`src/logic/tbc_pkg.sv`:
```
// package: constants, field layout and shared arithmetic for the tx buffer command parser
package tbc_pkg;

  localparam int unsigned TBC_W          = 32;
  localparam int unsigned TBC_FIFO_DEPTH = 4;
  localparam int unsigned TBC_BC_W       = 16;

  // first command word fields
  localparam int TBC_IOC_BIT  = 31;
  localparam int TBC_RSV_HI   = 30;
  localparam int TBC_RSV_LO   = 26;
  localparam int TBC_ALIGN_HI = 25;
  localparam int TBC_ALIGN_LO = 24;
  localparam int TBC_OFF_HI   = 20;
  localparam int TBC_OFF_LO   = 16;
  localparam int TBC_FIRST    = 13;
  localparam int TBC_LAST     = 12;
  localparam int TBC_SIZE_HI  = 10;
  localparam int TBC_SIZE_LO  = 0;

  // second command word fields
  localparam int TBC_TAG_HI  = 31;
  localparam int TBC_TAG_LO  = 16;
  localparam int TBC_PLEN_HI = 10;
  localparam int TBC_PLEN_LO = 0;

  // completion status word
  localparam int TBC_ST_ERR = 15;

  // end alignment codes
  localparam logic [1:0] TBC_AL_4  = 2'h0;
  localparam logic [1:0] TBC_AL_16 = 2'h1;
  localparam logic [1:0] TBC_AL_32 = 2'h2;

  // host controller register offsets
  localparam logic [7:0] TBC_REG_CMDA = 8'h00;
  localparam logic [7:0] TBC_REG_CMDB = 8'h04;
  localparam logic [7:0] TBC_REG_DATA = 8'h08;
  localparam logic [7:0] TBC_REG_STAT = 8'h0c;
  localparam logic [7:0] TBC_REG_CTRL = 8'h10;

  // status register bits
  localparam int TBC_SB_ERR   = 0;
  localparam int TBC_SB_DONE  = 1;
  localparam int TBC_SB_IRQ   = 2;
  localparam int TBC_SB_BUSY  = 3;
  localparam int TBC_SB_ORDER = 4;
  localparam int TBC_SB_OVRUN = 5;
  localparam int TBC_SB_IDLE  = 6;

  // control register bits and reset value
  localparam int          TBC_CB_MASK    = 0;
  localparam int          TBC_CB_CLRDEV  = 1;
  localparam int          TBC_CB_CLRHOST = 2;
  localparam logic        TBC_MASK_RST   = 1'b0;

  typedef logic [9:0] tbc_dw_t;

  // dwords a buffer spans: offset bytes plus payload bytes, rounded up
  function automatic tbc_dw_t tbc_buf_dwords(input logic [4:0] off, input logic [10:0] size);
    logic [11:0] s;
    s = {7'h0, off} + {1'b0, size} + 12'h003;
    return s[11:2];
  endfunction

  // dwords after end padding to the requested alignment
  function automatic tbc_dw_t tbc_padded(input tbc_dw_t n, input logic [1:0] al);
    tbc_dw_t t;
    t = n;
    if (al == TBC_AL_16) begin
      t = (n + 10'h003) & 10'h3fc;
    end else if (al == TBC_AL_32) begin
      t = (n + 10'h007) & 10'h3f8;
    end
    return t;
  endfunction

endpackage

```
`src/logic/tbc_if.sv`:
```
// interface: word link between host controller and parser
`timescale 1ns/100ps
interface tbc_if;
  import tbc_pkg::*;

  logic [TBC_W-1:0] word;
  logic             word_valid;
  logic             word_ready;
  logic             flag_clr;
  logic             irq_mask;
  logic             err_flag;
  logic             done_flag;
  logic             irq;

  modport dev (
    input  word, word_valid, flag_clr, irq_mask,
    output word_ready, err_flag, done_flag, irq
  );

  modport host (
    output word, word_valid, flag_clr, irq_mask,
    input  word_ready, err_flag, done_flag, irq
  );
endinterface

```
`src/logic/tbc_dev.sv`:
```
// module: device end that parses buffer commands and loads payload into the data fifo
`timescale 1ns/100ps
module tbc_dev
  import tbc_pkg::*;
#(
  parameter int unsigned DEPTH = TBC_FIFO_DEPTH
) (
  // clock and reset
  input  wire logic             clk_in,
  input  wire logic             nrst_in,
  // word link from the host controller
  tbc_if.dev                    link,
  // payload toward the transmitter
  output logic [TBC_W-1:0]      pay_data_out,
  output logic                  pay_valid_out,
  input  wire logic             pay_ready_in,
  // completion status per packet
  output logic [TBC_W-1:0]      stat_word_out,
  output logic                  stat_valid_out
);
  typedef enum logic [1:0] {S_A, S_B, S_PAY} tbc_dst_t;

  tbc_dst_t          st;
  logic [TBC_W-1:0]  cmd_a;
  logic [TBC_W-1:0]  b_ref;
  logic              in_pkt;
  logic              pkt_err;
  logic              err_flag;
  logic              done_flag;
  logic              irq;
  logic [TBC_BC_W-1:0] byte_cnt;
  tbc_dw_t           idx;
  tbc_dw_t           total;
  tbc_dw_t           padded;

  // decoded fields of the held first word
  logic              ioc;
  logic [1:0]        al;
  logic [4:0]        off;
  logic [10:0]       size;
  logic              first;
  logic              last;
  tbc_dw_t           first_dw;

  // per-cycle decisions
  logic              accept;
  logic              keep;
  logic              fifo_ready;
  logic              b_take;
  logic              tag_bad;
  logic              seq_bad;
  logic              b_err;
  tbc_dw_t           b_tot;
  tbc_dw_t           b_pad;
  logic [TBC_W-1:0]  cur_b;
  logic [TBC_BC_W-1:0] next_bytes;
  logic [TBC_BC_W-1:0] bytes_now;
  logic              buf_end;
  logic              pkt_done;
  logic              len_bad;
  logic              err_now;
  logic              eff_pkt_err;

  assign ioc      = cmd_a[TBC_IOC_BIT];
  assign al       = cmd_a[TBC_ALIGN_HI:TBC_ALIGN_LO];
  assign off      = cmd_a[TBC_OFF_HI:TBC_OFF_LO];
  assign size     = cmd_a[TBC_SIZE_HI:TBC_SIZE_LO];
  assign first    = cmd_a[TBC_FIRST];
  assign last     = cmd_a[TBC_LAST];
  // whole dwords ahead of the start offset carry no payload
  assign first_dw = {7'h0, off[4:2]};

  // only dwords with payload bytes go to the fifo; the rest are swallowed
  assign keep   = (st == S_PAY) && (idx >= first_dw) && (idx < total);
  // command and padding words are always taken, so only payload waits on the fifo
  assign link.word_ready = keep ? fifo_ready : 1'b1;
  assign accept = link.word_valid && link.word_ready;
  assign b_take = accept && (st == S_B);

  // second-word checks against the reference word of the packet
  assign tag_bad = b_take && !first && (link.word != b_ref);
  assign seq_bad = b_take && (first ? in_pkt : !in_pkt);
  assign b_err   = tag_bad || seq_bad;

  // buffer extent from the first word just held
  assign b_tot = tbc_buf_dwords(off, size);
  assign b_pad = tbc_padded(b_tot, al);

  // a packet reports its first buffer's tag, even when a later empty buffer ends it
  assign cur_b      = (b_take && first) ? link.word : b_ref;
  assign next_bytes = (first ? '0 : byte_cnt) + TBC_BC_W'(size);
  assign bytes_now  = (st == S_B) ? next_bytes : byte_cnt;

  // a buffer ends on its last padded dword, or at once when it is empty
  assign buf_end  = accept && (((st == S_B) && (b_pad == '0)) ||
                               ((st == S_PAY) && (idx == padded - 10'h001)));
  assign pkt_done = buf_end && last;
  assign len_bad  = pkt_done &&
                    (bytes_now != TBC_BC_W'(cur_b[TBC_PLEN_HI:TBC_PLEN_LO]));
  assign err_now  = b_err || len_bad;
  // a fresh packet starts without the error of an abandoned one
  assign eff_pkt_err = (b_take && first) ? 1'b0 : pkt_err;

  // position within the buffer: first word, second word, then payload and pad
  always_ff @(posedge clk_in or negedge nrst_in) begin
    if (!nrst_in) begin
      st     <= S_A;
      cmd_a  <= '0;
      idx    <= '0;
      total  <= '0;
      padded <= '0;
    end else if (accept) begin
      unique case (st)
        S_A: begin
          cmd_a <= link.word;
          st    <= S_B;
        end
        S_B: begin
          total  <= b_tot;
          padded <= b_pad;
          idx    <= '0;
          st     <= (b_pad == '0) ? S_A : S_PAY;
        end
        S_PAY: begin
          idx <= idx + 10'h001;
          if (idx == padded - 10'h001) begin
            st <= S_A;
          end
        end
      endcase
    end
  end

  // packet context: reference second word, byte total, open packet
  always_ff @(posedge clk_in or negedge nrst_in) begin
    if (!nrst_in) begin
      b_ref    <= '0;
      byte_cnt <= '0;
      in_pkt   <= 1'b0;
    end else begin
      if (b_take) begin
        if (first) begin
          b_ref <= link.word;
        end
        byte_cnt <= next_bytes;
        in_pkt   <= 1'b1;
      end
      if (pkt_done) begin
        in_pkt <= 1'b0;
      end
    end
  end

  // errors collected over the packet for its completion status
  always_ff @(posedge clk_in or negedge nrst_in) begin
    if (!nrst_in) begin
      pkt_err <= 1'b0;
    end else if (pkt_done) begin
      pkt_err <= 1'b0;
    end else if (b_take) begin
      pkt_err <= eff_pkt_err || b_err;
    end
  end

  // completion status: tag unchanged plus error summary
  always_ff @(posedge clk_in or negedge nrst_in) begin
    if (!nrst_in) begin
      stat_word_out  <= '0;
      stat_valid_out <= 1'b0;
    end else begin
      stat_valid_out <= pkt_done;
      if (pkt_done) begin
        stat_word_out                        <= '0;
        stat_word_out[TBC_TAG_HI:TBC_TAG_LO] <= cur_b[TBC_TAG_HI:TBC_TAG_LO];
        stat_word_out[TBC_ST_ERR]            <= eff_pkt_err || err_now;
      end
    end
  end

  // sticky flags; a new event in the clearing cycle wins over the clear
  always_ff @(posedge clk_in or negedge nrst_in) begin
    if (!nrst_in) begin
      err_flag  <= 1'b0;
      done_flag <= 1'b0;
    end else begin
      if (err_now) begin
        err_flag <= 1'b1;
      end else if (link.flag_clr) begin
        err_flag <= 1'b0;
      end
      if (buf_end && ioc) begin
        done_flag <= 1'b1;
      end else if (link.flag_clr) begin
        done_flag <= 1'b0;
      end
    end
  end

  // interrupt follows the loaded flag one cycle later, gated by the mask
  always_ff @(posedge clk_in or negedge nrst_in) begin
    if (!nrst_in) begin
      irq <= 1'b0;
    end else begin
      irq <= done_flag && link.irq_mask;
    end
  end

  assign link.err_flag  = err_flag;
  assign link.done_flag = done_flag;
  assign link.irq       = irq;

  // payload store; a full fifo holds the link, which is the host's back-pressure
  tbc_fifo #(
    .WIDTH (TBC_W),
    .DEPTH (DEPTH)
  ) u_fifo (
    .clk_in        (clk_in),
    .nrst_in       (nrst_in),
    .in_data_in    (link.word),
    .in_valid_in   (link.word_valid && keep),
    .in_ready_out  (fifo_ready),
    .out_data_out  (pay_data_out),
    .out_valid_out (pay_valid_out),
    .out_ready_in  (pay_ready_in)
  );
endmodule

```
`src/logic/tbc_fifo.sv`:
```
// module: small synchronous fifo with valid/ready on both sides
`timescale 1ns/100ps
module tbc_fifo #(
  parameter int unsigned WIDTH = 32,
  parameter int unsigned DEPTH = 4
) (
  // clock and reset
  input  wire logic             clk_in,
  input  wire logic             nrst_in,
  // fill side
  input  wire logic [WIDTH-1:0] in_data_in,
  input  wire logic             in_valid_in,
  output logic                  in_ready_out,
  // drain side
  output logic [WIDTH-1:0]      out_data_out,
  output logic                  out_valid_out,
  input  wire logic             out_ready_in
);
  localparam int unsigned AW = (DEPTH > 1) ? $clog2(DEPTH) : 1;

  logic [WIDTH-1:0] mem [DEPTH];
  logic [AW-1:0]    wr_ptr;
  logic [AW-1:0]    rd_ptr;
  logic [AW:0]      count;
  logic             wr;
  logic             rd;

  function automatic logic [AW-1:0] tbc_inc(input logic [AW-1:0] p);
    return (p == AW'(DEPTH - 1)) ? '0 : p + 1'b1;
  endfunction

  // full and empty come from the count alone, so ready never depends on valid
  assign in_ready_out  = (count != (AW+1)'(DEPTH));
  assign out_valid_out = (count != '0);
  assign out_data_out  = mem[rd_ptr];
  assign wr            = in_valid_in && in_ready_out;
  assign rd            = out_valid_out && out_ready_in;

  // storage has no reset; only words behind count are ever read
  always_ff @(posedge clk_in) begin
    if (wr) begin
      mem[wr_ptr] <= in_data_in;
    end
  end

  // pointers and occupancy
  always_ff @(posedge clk_in or negedge nrst_in) begin
    if (!nrst_in) begin
      wr_ptr <= '0;
      rd_ptr <= '0;
      count  <= '0;
    end else begin
      if (wr) begin
        wr_ptr <= tbc_inc(wr_ptr);
      end
      if (rd) begin
        rd_ptr <= tbc_inc(rd_ptr);
      end
      if (wr && !rd) begin
        count <= count + 1'b1;
      end else if (rd && !wr) begin
        count <= count - 1'b1;
      end
    end
  end
endmodule

```
`src/flat_wrapper.sv`:
```
// flat-port wrapper written by rule: the top's interface ports become plain ports
module tbc_dev_flat import tbc_pkg::*;
#(
  parameter int unsigned DEPTH = TBC_FIFO_DEPTH
)
  (clk_in, nrst_in, pay_data_out, pay_valid_out, pay_ready_in, stat_word_out, stat_valid_out, link_word, link_word_valid, link_flag_clr, link_irq_mask, link_word_ready, link_err_flag, link_done_flag, link_irq);
  tbc_if link_i ();
  input  wire logic clk_in;
  input  wire logic nrst_in;
  output logic [TBC_W-1:0] pay_data_out;
  output logic pay_valid_out;
  input  wire logic pay_ready_in;
  output logic [TBC_W-1:0] stat_word_out;
  output logic stat_valid_out;
  input wire logic [$bits(link_i.word)-1:0] link_word;
  input wire logic [$bits(link_i.word_valid)-1:0] link_word_valid;
  input wire logic [$bits(link_i.flag_clr)-1:0] link_flag_clr;
  input wire logic [$bits(link_i.irq_mask)-1:0] link_irq_mask;
  output wire logic [$bits(link_i.word_ready)-1:0] link_word_ready;
  output wire logic [$bits(link_i.err_flag)-1:0] link_err_flag;
  output wire logic [$bits(link_i.done_flag)-1:0] link_done_flag;
  output wire logic [$bits(link_i.irq)-1:0] link_irq;
  assign link_i.word = link_word;
  assign link_i.word_valid = link_word_valid;
  assign link_i.flag_clr = link_flag_clr;
  assign link_i.irq_mask = link_irq_mask;
  assign link_word_ready = link_i.word_ready;
  assign link_err_flag = link_i.err_flag;
  assign link_done_flag = link_i.done_flag;
  assign link_irq = link_i.irq;
  tbc_dev #(.DEPTH(DEPTH)) u_core (.clk_in(clk_in), .nrst_in(nrst_in), .link(link_i), .pay_data_out(pay_data_out), .pay_valid_out(pay_valid_out), .pay_ready_in(pay_ready_in), .stat_word_out(stat_word_out), .stat_valid_out(stat_valid_out));
endmodule
```
`config.mk`:
```
export PLATFORM = sky130hd
export DESIGN_NAME = tbc_dev_flat
export DESIGN_NICKNAME = d
export VERILOG_FILES = /design/src/logic/tbc_pkg.sv /design/src/logic/tbc_if.sv /design/src/logic/tbc_dev.sv /design/src/logic/tbc_fifo.sv /design/src/flat_wrapper.sv
export SDC_FILE = /design/constraint.sdc
export NUM_CORES = 1
export LEC_CHECK = 0
export ABC_AREA = 0
export BUFFER_PORTS_ARGS = -buffer_cell sky130_fd_sc_hd__buf_2
export CAP_MARGIN = 25
export CORE_ASPECT_RATIO = 0.75
export CORE_MARGIN = 10
export CORE_UTILIZATION = 39
export DETAILED_ROUTE_END_ITERATION = 6
export PLACE_DENSITY = 0.56
export SKIP_LAST_GASP = 1
export SYNTH_ARGS = -nofsm -noshare
export SYNTH_HDL_FRONTEND = slang
export SYNTH_SLANG_ARGS = --single-unit
```
`constraint.sdc`:
```
create_clock -name clk_in -period 4.2 [get_ports clk_in]
set_input_delay 0.21 -clock clk_in [delete_from_list [all_inputs] [get_ports clk_in]]
set_output_delay 0.21 -clock clk_in [all_outputs]
set_load 0.05 [all_outputs]
```
==> metrics, run 1 <==
status=completed; worst hold endpoint=u_core.u_fifo.mem[3][0]; final hold violations=0; Logic pwr share=0.484; root buf cell=clkbuf_16; Post-DRT Antenna Nets=0; DRC=0; routed wire length=31.34 mm; Worst Tran Pin Value=0.8860 ns; final setup fails=0; Power Internal=6.793 mW; top-count cell post-synth=dfrtp_1; Rel. slew slack=0.4093; Mapped Area=0.01281 mm²; Total GRT Usage=0.1518; switching share of power=0.4225; max cap viols=0; TritonCTS clock tree=built; first-pass GRT wire length=48.69 mm; r2r setup slk=0.35 ns; Area Growth Syn to Fin=16.79%; drt first pass iters=5; Top Ports=108; post-synth cell types=75; RR Startpoint=u_core.cmd_a[1]; core area=0.03238 mm²; sw power=4.969 mW; post-synthesis sequential area ratio=0.5558; hold_sp=link_word[0]; Clock Sinks=259; R2R cell count=12; FP Rows=57; die area=0.04058 mm²; Post-synth top cells=dfrtp_1 (131), edfxtp_1 (128), mux2_2 (73), nand2_1 (50), o21ai_0 (48); TNS Setup=0 ns; initial antenna violation count=0; ant diodes=0; Wirelength per Cell=20.07 µm; Synth area leaders=edfxtp_1 (30%), dfrtp_1 (26%), mux2_2 (6.4%), mux4_2 (5.6%), ha_1 (4.1%); clock power share=0.197; number of synthesized register bits=259; worst hold slack=0.02468 ns; cell depth of the worst hold path=1; Iter 0 DRT Violations=a little under 600; CP Launch Type=register; H-tree depth=1; RePlAce Congestion=between 0.8 and 0.9; share of cells above drive strength 1=0.2627; cells after synthesis=962; Crit. End Element=register; P_leak=roughly 6.0 nW; leading area contributor after synthesis=edfxtp_1; synth warn=0; final setup skew=around 0.012 ns; routed vias/inst=5.207; unrepaired setup endpoints after global routing=false; Flop pwr share=0.318; Main synth FF type=dfrtp_1; RR Endpoint=u_core.stat_word_out[27]; I/O Buffers=92; # fillers=2939; clock latency on the worst-skew pair=0.55 ns; Final HPWL DP=~23 mm; minimum clock period=3.849 ns; vias in the first global route=8048; total overflow reported by the global router=0; CP Data Arrival Time=between 4 and 5 ns; crit path kind=reg -> reg; Synth Area per Inst=between 10 and 15 µm²; critical path required time=4.62 ns; footprint of the multi-input gates=0.005319 mm²; min-delay worst type=in -> reg; worst vdd ir=between 0.0003 and 0.0004 V; Tot Pwr=11.76 mW; via count=8128; postcts setup bufs=0; fmax=about 260 MHz; register area=approximately 0.007 mm²; final period utilization=0.9165; fin nets=1182; post-synth top area share=0.2999; fin util=0.4622; largest net degree at the start of global routing=65; Crit Path Max Fanout=19; Clock transition at path regs=0.07 ns; initial core utilization=0.3958; number of flops mapped to enable cells by yosys=128; Slew Limit Fails=0; PwrDens=between 700 and 800 mW/mm²; cts bufs inserted=26; Die Ht=roughly 180 µm; Bufs on Longest Clock Path=3; Synth async-reset ratio=0.5058; Die W=about 230 µm
==> sequential cells by signal, indices dropped and copies added (netlist names) <==
name and cells:
u_core.in_pkt 1, u_core.cmd_a 21, u_core.u_fifo.rd_ptr 2, u_core.b_ref 32, u_core.st 2, u_core.padded 10, u_core.u_fifo.mem 128, u_core.pkt_err 1
u_core.link.irq 1, u_core.link.err_flag 1, u_core.u_fifo.wr_ptr 2, u_core.stat_word_out 17, u_core.stat_valid_out 1, u_core.total 10, u_core.byte_cnt 16, u_core.link.done_flag 1
u_core.u_fifo.count 3, u_core.idx 10
==> cells in the final DEF (no fill, tap or decap), types with 18 or more instances in the layout <==
master / n
o21ai_0: 48
xnor2_1: 47
dlygate4sd3_1: 31
nand2_1: 50
mux4_2: 32
edfxtp_1: 128
xor2_1: 38
nor2_1: 30
nand3_1: 18
mux2_2: 73
a21oi_1: 24
ha_1: 42
clkbuf_16: 26
dfrtp_1: 130
buf_4: 22
buf_2: 91
inv_1: 44
==> how the worst max path moves through the flow <==
stage                      from                        to  cells after the start
2_1_floorplan  u_core.cmd_a[13]  u_core.stat_word_out[15]                     14
3_3_place_gp    u_core.cmd_a[1]  u_core.stat_word_out[26]                     12
3_5_place_dp    u_core.cmd_a[1]  u_core.stat_word_out[26]                     12
4_1_cts         u_core.cmd_a[1]  u_core.stat_word_out[27]                     12
5_1_grt        u_core.cmd_a[13]  u_core.stat_word_out[15]                     13
6_report        u_core.cmd_a[1]  u_core.stat_word_out[27]                     12
==> layout make-up <==
class / count / share of cell area
multi-input combinational: 622 / 0.3554
clock buffer: 32 / 0.04631
sequential: 259 / 0.4759
clock inverter: 16 / 0.01045
tap: 442 / 0.03695
inverter: 44 / 0.01103
timing repair buffer: 146 / 0.06395
==> power groups by stage <==
stage	clock network (mW)	registers [mW]	logic [mW]
2_1_floorplan	0	3.59	4.45
3_3_place_gp	0	3.81	5.59
3_5_place_dp	0	3.82	5.61
4_1_cts	2.38	3.77	5.67
5_1_grt	2.48	3.83	6.23
6_report	2.32	3.74	5.70
==> logic make-up after synthesis <==
group,synth area share
AOI/OAI and AO/OA,0.08456
xor gates and xnor gates,0.06063
adders and majority gates,0.04569
buffers and inverters,0.03369
DFF,0.5558
muxes,0.1356
other,0.0002926
and+or+nand+nor,0.08377
==> layer usage <==
layer  share of wire  GRT usage  vias up
met3           0.045    0.02883       27
met5               0          0        -
met2            0.42     0.2163      179
met1            0.52     0.2357     4097
met4           0.014    0.02477        0
li1                -          -     3825
==> critical path: stages, from the launching register on <==
cell       delay (ns)
dfrtp_1          0.42
inv_1            0.06
ha_1             0.27
o21ba_4          0.17
fa_1             0.42
a211oi_1         0.30
o21a_1           0.24
o21bai_1         0.10
a2111oi_2        0.42
nand4_2          0.20
o32ai_4          0.36
nand3_4          0.35
mux2_4           0.41
==> metrics by stage <==
| step | worst slack, ns | area [µm²] | std cells |
|---|---|---|---|
| after floorplan | 0.3651 | 12870 | 976 |
| after global placement | 0.4595 | 13790 | 1481 |
| after detailed placement | 0.3741 | 13790 | 1481 |
| after CTS | 0.3527 | 14950 | 1560 |
| after global routing | 0.1297 | 14970 | 1561 |
| final | 0.3507 | 14970 | 1561 |
==> what timing repair did <==
| action | CTS | global route |
|---|---|---|
| hold buffers | 31 | 0 |
| resized for setup | 0 | 0 |
| hold endpoints to repair | 180 | 0 |
(Power assumes the default switching activity.)
==> inputs of run 2 (changes only) <==
--- a/config.mk
+++ b/config.mk
@@ -10,9 +10,9 @@
 export CAP_MARGIN = 25
 export CORE_ASPECT_RATIO = 0.75
 export CORE_MARGIN = 10
-export CORE_UTILIZATION = 39
+export CORE_UTILIZATION = 60
 export DETAILED_ROUTE_END_ITERATION = 6
-export PLACE_DENSITY = 0.56
+export PLACE_DENSITY = 0.8
 export SKIP_LAST_GASP = 1
 export SYNTH_ARGS = -nofsm -noshare
 export SYNTH_HDL_FRONTEND = slang
==> run 2 against run 1 <==
  * Worst setup slack better by 0.028 ns
  * Routed wire length shrank 2.0%
  * Fmax increased by 0.73%
  * Critical path depth unchanged
  * Power is 0.13% higher
  * Register-to-register slack improved by 0.03 ns
  * Die area shrank 32%
  * Critical endpoint is now u_core.stat_word_out[25]
==> metrics, run 2 (synthesized netlist as in run 1, its figures left out) <==
status=completed; Final Cell Area=~0.015 mm²; Final WS setup=0.3785 ns; drt first pass iters=5; crit path kind=reg -> reg; die area=0.02766 mm²; I/O Buffers=92; TritonCTS clock tree=built; Area Growth Syn to Fin=14.63%; H-tree depth=1; most frequent cells in the layout=dfrtp_1 (130), edfxtp_1 (128), buf_2 (91), mux2_2 (73), nand2_1 (50); clock latency on the worst-skew pair=between 0.5 and 0.6 ns; slowest cell on the critical path=dfrtp_1; Iter 0 DRT Violations=750; Tot Pwr=11.78 mW; Worst Tran Pin Value=slightly above 0.9 ns; cts bufs inserted=24; delay-heaviest family, CP=compound AO/OA/AOI/OAI gates; routed wire length=30.71 mm; Placed Area=0.01356 mm²; Clock transition at path regs=0.07 ns; total overflow reported by the global router=0; Post-DRT Antenna Nets=0; Critical Path, Cell by Cell=inv_1 > ha_1 > o21ba_4 > fa_1 > a211oi_1 > o21a_1 > o21bai_1 > a2111oi_2 > nand4_2 > o32ai_4 > nand3_4 > mux2_4; minimum clock period=3.821 ns; DRC=0; Final HPWL DP=20.74 mm; Regs by FF count=u_core.u_fifo.mem (128), u_core.b_ref (32), u_core.cmd_a (21); unrepaired setup endpoints after global routing=false; CP Data Arrival Time=roughly 4.2 ns; fin nets=between 1000 and 1500; CP Launch Type=register; TNS Setup=0 ns; max cap viols=0; Die Ht=146.6 µm; final setup fails=0; first-pass GRT wire length=47.99 mm; Die W=188.8 µm; final hold violations=0; largest net degree at the start of global routing=53; P_leak=5.933 nW; most common cell after layout, fill and taps aside=dfrtp_1; Crit Path Max Fanout=19; fmax=261.7 MHz; worst hold slack=about 0.019 ns; root buf cell=clkbuf_16; via count=8500; max FFs per register=128; Setup Slack @ Placement=around 0.41 ns; Total GRT Usage=0.2172; Slew Limit Fails=0; Rel. slew slack=0.3901; postcts setup bufs=0; final period utilization=0.9099; Bufs on Longest Clock Path=3; worst vdd ir=0.0003743 V; critical path required time=between 4 and 5 ns; CTS hold repair buffers=29; Cell Count, Final, Fillers Out=roughly 1400; Wirelength per Cell=22.00 µm; Clock Sinks=about 260; vias in the first global route=8413; WP buf/inv=1; FP Rows=46; final setup skew=0.02437 ns; share of cells above drive strength 1=0.2538; Crit path largest cell delay=0.43 ns; RePlAce Congestion=0.9456; DP Cell Count=1321; initial antenna violation count=0; Post-CTS Resized=0; routed vias/inst=6.089; core area=0.02107 mm²; PwrDens=roughly 800 mW/mm²; Crit. End Element=register; fin util=0.6973; Most flops, register=u_core.u_fifo.mem; min-delay worst type=in -> reg; initial core utilization=0.6083; Top Ports=108
run 2: changes by cell type in the layout (fill, tap and decap cells not counted), moves of 2 or more:
cell           change
clkbuf_1           -2
buf_4              -7
clkbuf_16          -2
clkinvlp_2         -2
dlygate4sd3_1      -2
and2_2             -4
and2_1             +4
run 2: worst register-to-register path, cell delays in order, from the launching register on:
cell and delay (ns):
dfrtp_1 0.43, inv_1 0.07, ha_1 0.27, o21ba_4 0.17, fa_1 0.42, a211oi_1 0.29, o21a_1 0.24, o21bai_1 0.09
a2111oi_2 0.42, nand4_2 0.19, o32ai_4 0.35, nand3_4 0.34, mux2_4 0.42
run 2: path summary, 6_finish.rpt:
kind	from	endpoint	slack [ns]	cells after the start
worst max-delay path	u_core.cmd_a[1]	u_core.stat_word_out[25]	0.38	12
max in group asynchronous	nrst_in	u_core.b_ref[13]	2.96	3
min in group asynchronous	nrst_in	u_core.padded[5]	0.18	2
worst min register to register	u_core.total[9]	u_core.total[9]	0.48	2
worst max register to register	u_core.cmd_a[1]	u_core.stat_word_out[25]	0.38	12
worst min-delay path	link_word[17]	u_core.u_fifo.mem[0][17]	0.02	1
run 2: power breakdown:
group	internal, mW	switching, mW
Combinational	2.32	3.47
Sequential	3.18	0.572
Clock	1.27	0.975
Total	6.76	5.01
run 2: final cells by class:
| class | instances | area [µm²] |
|---|---|---|
| Antenna cell | 1 | 2.502 |
| Clock buffer | 27 | 621.8 |
| Clock inverter | 17 | 185.2 |
| Fill cell | 1391 | 6376 |
| Inverter | 44 | 165.2 |
| Multi-Input combinational cell | 622 | 5314 |
| Sequential cell | 259 | 7123 |
| Tap cell | 288 | 360.3 |
| Timing Repair Buffer | 138 | 917.1 |
run 2: routing by layer:
metal,vias up,track usage,part of all wire
met3,45,0.03974,0.076
met2,377,0.3313,0.45
li1,3788,-,-
met1,4290,0.3168,0.45
met5,-,0,0
met4,0,0.04830,0.020
==> inputs of run 3 (changes only) <==
--- a/config.mk
+++ b/config.mk
@@ -13,6 +13,7 @@
 export CORE_UTILIZATION = 60
 export DETAILED_ROUTE_END_ITERATION = 6
 export PLACE_DENSITY = 0.8
+export SETUP_SLACK_MARGIN = 0.5
 export SKIP_LAST_GASP = 1
 export SYNTH_ARGS = -nofsm -noshare
 export SYNTH_HDL_FRONTEND = slang
==> run 3 against run 2 <==
  * First-iteration DRC count decreased by 7.9%
  * Global-route usage decreased by 0.18 points
  * Routed wire length is 0.63% lower
  * Clock power is 4% lower
  * Critical endpoint is now u_core.stat_word_out[15]
  * Worst setup slack improved by 0.23 ns
  * Cell count about the same
  * Non-clock buffer count down 1
  * Largest power group unchanged
  * Utilization about the same
  * Die area is the same
  * Highest routed layer unchanged
  * Via count grew 0.12%
==> metrics, run 3 (synthesized netlist as in run 1, its figures left out) <==
minimum clock period=roughly 3.6 ns; RR Startpoint=u_core.idx[7]; max FFs per register=128; most common cell after layout, fill and taps aside=dfrtp_1; final setup fails=0; Wirelength per Cell=21.87 µm; Iter 0 DRT Violations=691; Die Ht=146.6 µm; vias in the first global route=8574; final hold violations=0; largest net degree at the start of global routing=97; DRC=0; Clock transition at path regs=approximately 0.07 ns; Worst Tran Pin Value=0.9608 ns; Area Growth Syn to Fin=14.62%; via count=around 8500; wire length on met3=between 2 and 3 mm; Post-DRT Antenna Nets=0; routed vias/inst=a little over 6; fin util=0.6973; R2R cell count=10; core area=0.02107 mm²; Crit. End Element=register; final period utilization=0.8556; first-pass GRT wire length=48.00 mm; WP buf/inv=0; status=completed; Bufs on Longest Clock Path=3; Die W=188.8 µm; P_leak=between 5 and 6 nW; Top Ports=108; Tot Pwr=approximately 12 mW; Crit Path Max Fanout=12; r2r setup slk=0.61 ns; routed wire length=between 30 and 40 mm; fmax=278.3 MHz; total overflow reported by the global router=0; Rel. slew slack=0.3595; Total GRT Usage=0.2154; drt first pass iters=5; Final HPWL DP=20.54 mm; worst hold endpoint=u_core.u_fifo.mem[1][10]; DP Cell Count=1319; met2 WL post-DR=13.54 mm; crit path kind=reg -> reg; fin nets=1172; critical path required time=4.59 ns; max layer used=met4; Cell Count, Final, Fillers Out=roughly 1400; unrepaired setup endpoints after global routing=true; ant diodes=0; CP Launch Type=register; PwrDens=801.6 mW/mm²; Final Cell Area=between 0.01 and 0.015 mm²; max cap viols=0; WL met1=~13 mm; delay-heaviest family, CP=simple AND/OR/NAND/NOR gates; CP Depth=10; RR Endpoint=u_core.stat_word_out[15]; initial core utilization=0.6083; cts bufs inserted=24; clock latency on the worst-skew pair=0.52 ns; Crit path largest cell delay=0.59 ns; Placed Area=around 0.014 mm²; CP Data Arrival Time=3.99 ns; FP Rows=46; TritonCTS clock tree=built; Slew Limit Fails=0; most frequent cells in the layout=dfrtp_1 (129), edfxtp_1 (128), buf_2 (91), mux2_2 (73), nand2_1 (50); Critical Path, Cell by Cell=ha_1 > a211oi_1 > nor2_1 > nor4_4 > a21oi_4 > mux2_2 > xor2_1 > nand4_1 > nor4_1 > a31oi_1; slowest cell on the critical path=nor4_4; die area=~0.028 mm²; Clock Sinks=259; min-delay worst type=in -> reg; hold_sp=link_word[10]; worst vdd ir=0.0004241 V; H-tree depth=1; initial antenna violation count=0; share of cells above drive strength 1=0.2602; TNS Setup=0 ns; root buf cell=clkbuf_16; Most flops, register=u_core.u_fifo.mem; cell depth of the worst hold path=1; I/O Buffers=92; RePlAce Congestion=about 0.93; final setup skew=0.01283 ns; Regs by FF count=u_core.u_fifo.mem (128), u_core.b_ref (32), u_core.cmd_a (21)
-- run 3: cell types whose count changed in the layout (fill, tap and decap cells not counted), moves of 3 or more --
cell,change
a21oi_2,+3
buf_4,+4
clkbuf_1,+3
clkinv_2,-3
dlygate4sd3_1,-5
-- run 3: area by class of cell --
cell class,instances,area [µm²]
Sequential cell,259,7124
Clock buffer,30,633.1
Multi-Input combinational cell,623,5368
Clock inverter,14,140.1
Tap cell,288,360.3
Fill cell,1446,6377
Timing Repair Buffer,137,897.1
Inverter,44,165.2
-- run 3: worst max path at each step --
| stage | start | slack, ns | end |
|---|---|---|---|
| 3_3_place_gp | u_core.cmd_a[1] | 0.51 | u_core.stat_word_out[30] |
| 3_5_place_dp | u_core.cmd_a[1] | 0.43 | u_core.stat_word_out[25] |
| 2_1_floorplan | u_core.cmd_a[13] | 0.53 | u_core.stat_word_out[15] |
| 5_1_grt | u_core.idx[7] | 0.41 | u_core.stat_word_out[15] |
| 4_1_cts | u_core.cmd_a[13] | 0.56 | u_core.stat_word_out[15] |
| 6_report | u_core.idx[7] | 0.61 | u_core.stat_word_out[15] |
-- run 3: through the flow --
stage                     hold slack [ns]  setup WS, ns
after floorplan                  -0.08559        0.5349
after global routing              0.01452        0.4140
final                             0.02178        0.6064
after detailed placement           0.3832        0.4296
after CTS                        0.003487        0.5570
after global placement             0.3724        0.5110
-- run 3: worst reg2reg max path, delay by kind of cell (launching register included) --
kind                       cells  cell delay [ns]
DFF                            1             0.55
adders and majority gates      1             0.32
muxes                          1             0.39
xor gates and xnor gates       1             0.31
AOI/OAI and AO/OA              3             0.65
and+or+nand+nor                4             1.24
-- run 3: report_power, final --
| part | total [mW] | switching (mW) | internal, mW | leakage [nW] |
|---|---|---|---|---|
| Combinational | 5.85 | 3.48 | 2.37 | 2.77 |
| Sequential | 3.76 | 0.580 | 3.18 | 2.78 |
| Clock | 2.16 | 0.958 | 1.20 | 0.371 |
-- run 3: metal layers --
| layer | up-vias | GRT usage |
|---|---|---|
| met5 | - | 0 |
| met4 | 0 | 0.05344 |
| met3 | 49 | 0.05664 |
| met2 | 378 | 0.3150 |
| met1 | 4289 | 0.3130 |
| li1 | 3794 | - |
-- run 3: what timing repair did --
action / 4_1_cts / 5_1_grt
endpoints found under the hold margin: 184 / 0
hold buffers: 24 / 0
cloned: 0 / 1
setup endpoints to repair: 17 / 20
gates resized for setup: 0 / 7
pin swaps: 1 / 4
setup buffers: 2 / 4
